--- config.mk ---
export PLATFORM = sky130hd
export DESIGN_NAME = adsc_top
export DESIGN_NICKNAME = d
export VERILOG_FILES = /design/src/adsc_pkg.sv /design/src/adsc_top.sv
export SDC_FILE = /design/constraint.sdc
export NUM_CORES = 1
export LEC_CHECK = 0
export BUFFER_PORTS_ARGS = -buffer_cell sky130_fd_sc_hd__buf_4
export CORE_MARGIN = 4
export CORE_UTILIZATION = 35
export CTS_CLUSTER_DIAMETER = 50
export CTS_CLUSTER_SIZE = 24
export DETAILED_ROUTE_END_ITERATION = 10
export PLACE_DENSITY = 0.58
export SYNTH_ARGS = -nofsm -noshare
export SYNTH_HDL_FRONTEND = slang
export SYNTH_SLANG_ARGS = --single-unit
--- constraint.sdc ---
create_clock -name clk_sys -period 6.55 [get_ports clk_sys]
set_clock_uncertainty 0.2 [all_clocks]
set_input_delay 0 -clock clk_sys [delete_from_list [all_inputs] [get_ports clk_sys]]
set_output_delay 0 -clock clk_sys [all_outputs]
set_load 0.05 [all_outputs]
--- src/adsc_pkg.sv ---
// ****************************************************************
// constants for the converter sequencing control
// ****************************************************************
package adsc_pkg;
  // register indices on the plain register port
  localparam logic [2:0] ADSC_OFF_CTRL = 3'h0; // converter_control_reg
  localparam logic [2:0] ADSC_OFF_CLKSEL = 3'h1; // converter_clock_select_reg
  localparam logic [2:0] ADSC_OFF_RES_LO = 3'h2; // conversion_result_low
  localparam logic [2:0] ADSC_OFF_RES_HI = 3'h3; // conversion_result_high
  localparam logic [2:0] ADSC_OFF_STATUS = 3'h4; // interrupt request flag and enable
  // control register fields
  localparam int ADSC_CTRL_START_POS = 7;
  localparam int ADSC_CTRL_EOC_POS = 6;
  localparam int ADSC_CTRL_PCR_POS = 3;
  localparam int ADSC_CTRL_CH_POS = 0;
  // clock select register fields
  localparam int ADSC_CLK_POFF_POS = 7;
  localparam int ADSC_CLK_DIV_POS = 0;
  // status register fields
  localparam int ADSC_ST_IRQF_POS = 0;
  localparam int ADSC_ST_IEN_POS = 1;
  // reset values
  localparam logic [7:0] ADSC_CTRL_RST = 8'h40; // eoc flag high, pins digital
  localparam logic [7:0] ADSC_CLK_RST = 8'h80; // converter powered off
  localparam logic [11:0] ADSC_RES_RST = 12'h000;
  // pin configuration codes
  localparam logic [2:0] ADSC_PCR_OFF = 3'h0;
  localparam logic [2:0] ADSC_PCR_ALL = 3'h7;
  // conversion clock divider codes and ratios
  localparam logic [2:0] ADSC_DIV2 = 3'h0;
  localparam logic [2:0] ADSC_DIV8 = 3'h1;
  localparam logic [2:0] ADSC_DIV32 = 3'h2;
  localparam logic [5:0] ADSC_HALF_DIV2 = 6'h01;
  localparam logic [5:0] ADSC_HALF_DIV8 = 6'h04;
  localparam logic [5:0] ADSC_HALF_DIV32 = 6'h10;
  // conversion length in conversion clock periods
  localparam logic [4:0] ADSC_CONV_PERIODS = 5'h10;
  typedef enum logic [1:0] {
    ADSC_IDLE = 2'b00,
    ADSC_RESET = 2'b01,
    ADSC_CONV = 2'b10
  } adsc_state_type;
endpackage : adsc_pkg

--- src/adsc_top.sv ---
// What this block does
// RL1 - one converter, eight selectable inputs, twelve-bit results
// RL2 - upper eight result bits in high byte, lower four in low byte top nibble
// RL3 - three-bit channel select routes exactly one input to the converter
// RL4 - pin configuration 111 makes all eight shared pins analog
// RL5 - pin configuration zero keeps pins digital and powers converter down
// RL6 - converter on only when configuration non-zero and power-off bit clear
// RL7 - start low, high, low begins a conversion
// RL8 - while start is high, converter held in reset and flag forced high
// RL9 - hardware clears end-of-conversion flag when conversion completes
// RL10 - completion sets request flag; interrupt raised only when enabled
// RL11 - software may poll end-of-conversion flag low instead of interrupts
// RL12 - divider select 000 gives /2, 001 /8, 010 /32, others undefined
// RL13 - software avoids /2 above 4 MHz system clock
// RL14 - pull-up disconnected on any pin configured analog
// RL15 - analog configuration overrides the port direction control
// RL16 - pin function switchable at run time through the configuration field
// RL17 - software pulses start soon after changing the channel select
// RL18 - channel change without pulse leaves flag undefined; pulse leaves it high
// RL19 - conversion lasts sixteen conversion clock periods
// RL20 - no pulse needed when channel select goes to zero
// RL21 - result bytes hold until the next conversion completes
// RL22 - both result bytes and flag clear update in the same cycle
`timescale 1ns/1ps
`default_nettype none
module adsc_top
  import adsc_pkg::*;
(
  // clock and reset
  input wire logic clk_sys,
  input wire logic rst,
  // register port
  input wire logic [2:0] reg_addr,
  input wire logic [7:0] reg_wdata,
  input wire logic reg_wr,
  input wire logic reg_rd,
  output logic [7:0] reg_rdata,
  // shared port pins
  input wire logic [7:0] port_direction_control,
  input wire logic [7:0] port_pullup_en,
  output logic [7:0] pin_analog_en,
  output logic [7:0] pin_dir_input,
  output logic [7:0] pin_pullup_en,
  // analog front end
  output logic [2:0] analog_mux_sel,
  output logic conv_enable,
  output logic conv_reset,
  output logic conv_sample,
  input wire logic [11:0] conv_data,
  // interrupt request
  output logic conv_irq
);
  import adsc_pkg::*;

  // ****************************************************************
  // registers
  // ****************************************************************
  logic start_r;
  logic eoc_r;
  logic [2:0] pcr_r;
  logic [2:0] chan_r;
  logic poff_r;
  logic [2:0] div_r;
  logic irqf_r;
  logic ien_r;
  logic [11:0] result_r;
  logic [7:0] rdata_r;
  adsc_state_type state_r;
  logic [5:0] div_cnt_r;
  logic [4:0] period_cnt_r;
  logic tick;
  logic done;
  logic wr_ctrl;
  logic start_wr;
  logic [5:0] half_div;

  // ratio decode; unlisted codes fall back to /32, slowest is the safe choice
  function automatic logic [5:0] half_of(input logic [2:0] sel);
    case (sel)
      ADSC_DIV2: half_of = ADSC_HALF_DIV2; // see RL12
      ADSC_DIV8: half_of = ADSC_HALF_DIV8;
      default: half_of = ADSC_HALF_DIV32;
    endcase
  endfunction : half_of

  assign wr_ctrl = reg_wr && (reg_addr == ADSC_OFF_CTRL);
  assign start_wr = reg_wdata[ADSC_CTRL_START_POS];
  assign half_div = half_of(div_r);

  // ****************************************************************
  // control and clock select registers
  // ****************************************************************
  // software fields; pin function may change at any time
  always_ff @(posedge clk_sys or posedge rst)
  begin
    if (rst)
    begin
      start_r <= ADSC_CTRL_RST[ADSC_CTRL_START_POS];
      pcr_r <= ADSC_CTRL_RST[ADSC_CTRL_PCR_POS +: 3];
      chan_r <= ADSC_CTRL_RST[ADSC_CTRL_CH_POS +: 3];
      poff_r <= ADSC_CLK_RST[ADSC_CLK_POFF_POS];
      div_r <= ADSC_CLK_RST[ADSC_CLK_DIV_POS +: 3];
      ien_r <= 1'b0;
    end
    else
    begin
      if (wr_ctrl)
      begin
        start_r <= start_wr;
        pcr_r <= reg_wdata[ADSC_CTRL_PCR_POS +: 3]; // see RL16
        chan_r <= reg_wdata[ADSC_CTRL_CH_POS +: 3]; // see RL3
      end
      if (reg_wr && (reg_addr == ADSC_OFF_CLKSEL))
      begin
        poff_r <= reg_wdata[ADSC_CLK_POFF_POS];
        div_r <= reg_wdata[ADSC_CLK_DIV_POS +: 3];
      end
      if (reg_wr && (reg_addr == ADSC_OFF_STATUS))
        ien_r <= reg_wdata[ADSC_ST_IEN_POS];
    end
  end

  // ****************************************************************
  // conversion sequencer
  // ****************************************************************
  // start high holds reset; its falling edge launches the conversion
  always_ff @(posedge clk_sys or posedge rst)
  begin
    if (rst)
      state_r <= ADSC_IDLE;
    else if (!conv_enable)
      state_r <= ADSC_IDLE; // see RL6
    else if (start_r)
      state_r <= ADSC_RESET; // see RL8
    else
    begin
      unique case (state_r)
        ADSC_IDLE: state_r <= ADSC_IDLE;
        ADSC_RESET: state_r <= ADSC_CONV; // see RL7
        ADSC_CONV: state_r <= done ? ADSC_IDLE : ADSC_CONV;
        default: state_r <= ADSC_IDLE;
      endcase
    end
  end

  // conversion clock divider, restarted with each conversion
  always_ff @(posedge clk_sys or posedge rst)
  begin
    if (rst)
      div_cnt_r <= 6'h00;
    else if (state_r != ADSC_CONV)
      div_cnt_r <= 6'h00;
    else if (tick)
      div_cnt_r <= 6'h00;
    else
      div_cnt_r <= div_cnt_r + 6'h01;
  end

  // a tick ends each full conversion clock period
  assign tick = (state_r == ADSC_CONV) && (div_cnt_r == ((half_div << 1) - 6'h01)); // see RL12

  // period counter over the conversion
  always_ff @(posedge clk_sys or posedge rst)
  begin
    if (rst)
      period_cnt_r <= 5'h00;
    else if (state_r != ADSC_CONV)
      period_cnt_r <= 5'h00;
    else if (tick)
      period_cnt_r <= period_cnt_r + 5'h01;
  end

  assign done = tick && (period_cnt_r == (ADSC_CONV_PERIODS - 5'h01)); // see RL19

  // ****************************************************************
  // flag, request and result
  // ****************************************************************
  // flag forced high during the start pulse, cleared with the result load
  always_ff @(posedge clk_sys or posedge rst)
  begin
    if (rst)
      eoc_r <= ADSC_CTRL_RST[ADSC_CTRL_EOC_POS];
    else if (start_r)
      eoc_r <= 1'b1; // see RL8, see RL18
    else if (done)
      eoc_r <= 1'b0; // see RL9, see RL22
  end

  // result captured only at completion, so it stands until the next one
  always_ff @(posedge clk_sys or posedge rst)
  begin
    if (rst)
      result_r <= ADSC_RES_RST;
    else if (done)
      result_r <= conv_data; // see RL21, see RL22, see RL1
  end

  // sticky request; a completion in the clearing cycle wins
  always_ff @(posedge clk_sys or posedge rst)
  begin
    if (rst)
      irqf_r <= 1'b0;
    else if (done)
      irqf_r <= 1'b1; // see RL10
    else if (reg_wr && (reg_addr == ADSC_OFF_STATUS) && !reg_wdata[ADSC_ST_IRQF_POS])
      irqf_r <= 1'b0;
  end

  assign conv_irq = irqf_r && ien_r; // see RL10

  // ****************************************************************
  // read path
  // ****************************************************************
  // data valid in the cycle after the read strobe only
  always_ff @(posedge clk_sys or posedge rst)
  begin
    if (rst)
      rdata_r <= 8'h00;
    else if (reg_rd)
    begin
      unique case (reg_addr)
        ADSC_OFF_CTRL: rdata_r <= {start_r, eoc_r, pcr_r, chan_r};
        ADSC_OFF_CLKSEL: rdata_r <= {poff_r, 4'h0, div_r};
        ADSC_OFF_RES_LO: rdata_r <= {result_r[3:0], 4'h0}; // see RL2
        ADSC_OFF_RES_HI: rdata_r <= result_r[11:4]; // see RL2
        ADSC_OFF_STATUS: rdata_r <= {6'h00, ien_r, irqf_r};
        default: rdata_r <= 8'h00;
      endcase
    end
    else
      rdata_r <= 8'h00;
  end

  assign reg_rdata = rdata_r;

  // ****************************************************************
  // pins and analog controls
  // ****************************************************************
  // codes 1..6 make pins 0..code analog, 7 makes all eight analog
  always_comb
  begin
    for (int i = 0; i < 8; i++)
      pin_analog_en[i] = (pcr_r == ADSC_PCR_ALL) || ((pcr_r != ADSC_PCR_OFF) && (i <= 32'(pcr_r))); // see RL4, see RL5
  end

  assign pin_dir_input = port_direction_control | pin_analog_en; // see RL15
  assign pin_pullup_en = port_pullup_en & ~pin_analog_en; // see RL14
  assign analog_mux_sel = chan_r; // see RL3
  assign conv_enable = (pcr_r != ADSC_PCR_OFF) && !poff_r; // see RL6, see RL5
  assign conv_reset = (state_r != ADSC_CONV); // see RL8
  assign conv_sample = tick;
endmodule : adsc_top
`default_nettype wire
==> results.md <==
- Vert. Die Dim: 91.0 um
- FF-to-FF End: result_r[2]
- Worst Tran Pin Value: 0.974 ns
- Worst Path Required: 6.53 ns
- Multi-input gate area: 1160 sq um
- Synth area leader: dfrtp_1
- Reg clk slew, reported paths: 0.08 ns
- Hpwl dp: 3950 um
- Cell area after layout: 3500 sq um
- Flop and latch count out of synthesis: 47
- Critical Path Sink Type: register
- Synth Instances: 212
- DP Area: 3090 sq um
- Slew Limit Fails: 0
- Setup CP Type: reg2reg
- Port Buffers: 80
- Gpl congestion: 0.729
- Initial Util: 35.7%
- Final setup vio count: 0
- 1st-pass router iterations: 4
- R2R Setup Slk: 3.84 ns
- CP max FO: 15
- CTS tree: done
- Reg-to-Reg Start: div_r[2]
- Largest net degree at the start of global routing: 48
- Die area: 8290 sq um
- Max-cap violations: 0
- Num Clock Sinks: 47
- WHS Path Cells: 3
- Die width: 91.0 um
- H-tree lvl count: 2
- Wire length per cell: 13.3 um
- Warnings from Yosys: 0
- Largest cells by area after synthesis: dfrtp_1 47%, mux2_2 10%, mux2_4 4.4%
- Register area share after synthesis: 48.8%
- Total wire length: 5400 um
- Critical Path AT: 2.70 ns
- Maximum clock insertion buffer count: 2
- Post-route ant nets: 0
- Async SR Flop Fraction: 100%
- Total track usage: 13.8%
- Min-Delay Path Class: in2out
- Yosys cell types: 38
- Worst VDD drop: 0.106 mV
- Ports: 82
- Initial antenna violation count: 0
- Antenna cells: 0
- Reg area: 1180 sq um
- Core Area: 6760 sq um
- Status: finished clean
- Setup repair after global routing missed its margin: no
- First-pass GRT wire length: 9340 um
- LEAKAGE: 1.67 nW
- Row cnt: 30
- Dominant synthesized flop cell: dfrtp_1
- Final Hold Vio Count: 0
- Max transition margin: 35.0%
- Via Count: 1868
- Vias per cell: 4.61
- Drt initial violations: 58
- Gr ovfl total: 0
- Share of the synthesized area in the top cell type: 46.7%
- Area growth from synthesis to layout: 45.1%
- Power Density: 243 nW/um^2
- Layout cells sized above 1: 40.3%
- Hold_sp: port_direction_control[4]
- WHS Endpoint: pin_dir_input[4]
- Mapped Area: 2410 sq um
- Max Fclk: 368 MHz
- Tcrit/Tclk final: 41.4%
- Residual DRC: 0
- Setup tns final: 0 ns
- Number of synthesized flops with an enable pin: 0
- Vias in the first global route: 1922
- Clock root buffer: clkbuf_8
- Min Tclk post-route: 2.71 ns
- Post-Syn Nets: 262
- Number of cells on the worst reg-to-reg path: 7
- Setup crit start kind: register
- Syn Area/Cell: 11.4 sq um
- CTS Buf Count: 5
- Worst skew pair latency: 0.30 ns
- Post-layout net count: 374
- Fill count: 608
==> critical path, stage by stage (launching register included) <==
cell and delay (ns):
dfrtp_1 0.41, or3_4 0.43, ha_1 0.30, xor2_1 0.17
nand3_2 0.18, nor4_4 0.25, buf_4 0.30, mux2_2 0.36
==> logic make-up after synthesis <==
logic type	synth area share (%)
AND/OR/NAND/NOR	18.4
buffers and inverters	3.27
multiplexers	20.0
XOR/XNOR	2.18
AO/OA/AOI/OAI	3.73
adder cells (fa/ha/maj)	3.63
flip-flops	48.8
==> layer usage <==
metal  up-vias  track usage (%)  part of all wire (%)
met4         0             4.15                   1.6
met1       876             17.6                    45
met2        44             23.5                    49
met3         8             2.98                   4.0
met5         -                0                     0
li1        940                -                     -
==> state kept, by name, indices dropped and copies added, names as in the netlist <==
register	flops
result_r	12
reg_rdata	8
div_cnt_r	6
period_cnt_r	5
analog_mux_sel	3
div_r	3
pcr_r	3
state_r	2
eoc_r	1
ien_r	1
irqf_r	1
poff_r	1
start_r	1
==> synthesized netlist by cell type (all sizes together), types with 5 or more instances <==
master,count
nor2b,6
nand3,7
nand2,13
dfrtp,45
ha,7
nor2,18
clkbuf,5
nand2b,11
and2,9
inv,13
mux2i,9
mux2,29
==> metrics by stage <==
stage | cells | power, mW | util (%) | hold slack, ns | worst slack, ns
2_1_floorplan | 212 | 0.537 | - | -0.0714 | 3.40
3_3_place_gp | 367 | 0.627 | 45.8 | 0.0336 | 3.87
3_5_place_dp | 367 | 0.630 | 45.8 | 0.0344 | 3.85
4_1_cts | 405 | 0.864 | 51.8 | 0.140 | 3.82
5_1_grt | 405 | 0.898 | 51.8 | 0.149 | 3.70
6_report | 405 | 0.850 | 51.8 | 0.139 | 3.84
==> worst max-delay path by stage <==
stage,startpoint,endpoint,depth (start not counted)
3_3_place_gp,div_r[2],result_r[2],7
6_report,div_r[2],result_r[2],7
5_1_grt,div_r[2],result_r[11],7
2_1_floorplan,div_r[2],conv_sample,5
3_5_place_dp,div_r[2],result_r[5],7
4_1_cts,div_r[2],result_r[2],7
==> area by class of cell <==
| type | instances | share of cell area, % |
|---|---|---|
| repair buffers | 111 | 25.9 |
| multi-input cells | 146 | 33.0 |
| inverters | 13 | 1.39 |
| clock inverters | 2 | 1.07 |
| well taps | 80 | 2.86 |
| clock buffers | 6 | 2.07 |
| flip-flops and latches | 47 | 33.7 |
==> repair_timing <==
action                    4_1_cts  5_1_grt
gates resized for setup         0        0
hold buffers                   30        0
hold endpoints to repair       78        0
setup buffers                   0        0
==> where the power goes <==
part           switching [mW]  total (mW)  internal (mW)  leakage [nW]
logic                   0.189       0.309          0.120         0.993
registers              0.0227       0.334          0.311         0.626
clock network          0.0937       0.208          0.114        0.0514
total                   0.305       0.850          0.545          1.67
==> placed cells by master (no fill, tap or decap), drive strengths merged, types with 6 or more instances in the layout <==
cell / instances
mux2: 29
nor2: 18
nor2b: 6
and2: 9
dlygate4sd3: 30
mux2i: 9
nand2b: 11
dfrtp: 45
nand3: 7
clkbuf: 6
inv: 13
buf: 81
ha: 7
nand2: 13
Note: power is estimated with default switching activity, not from simulation.
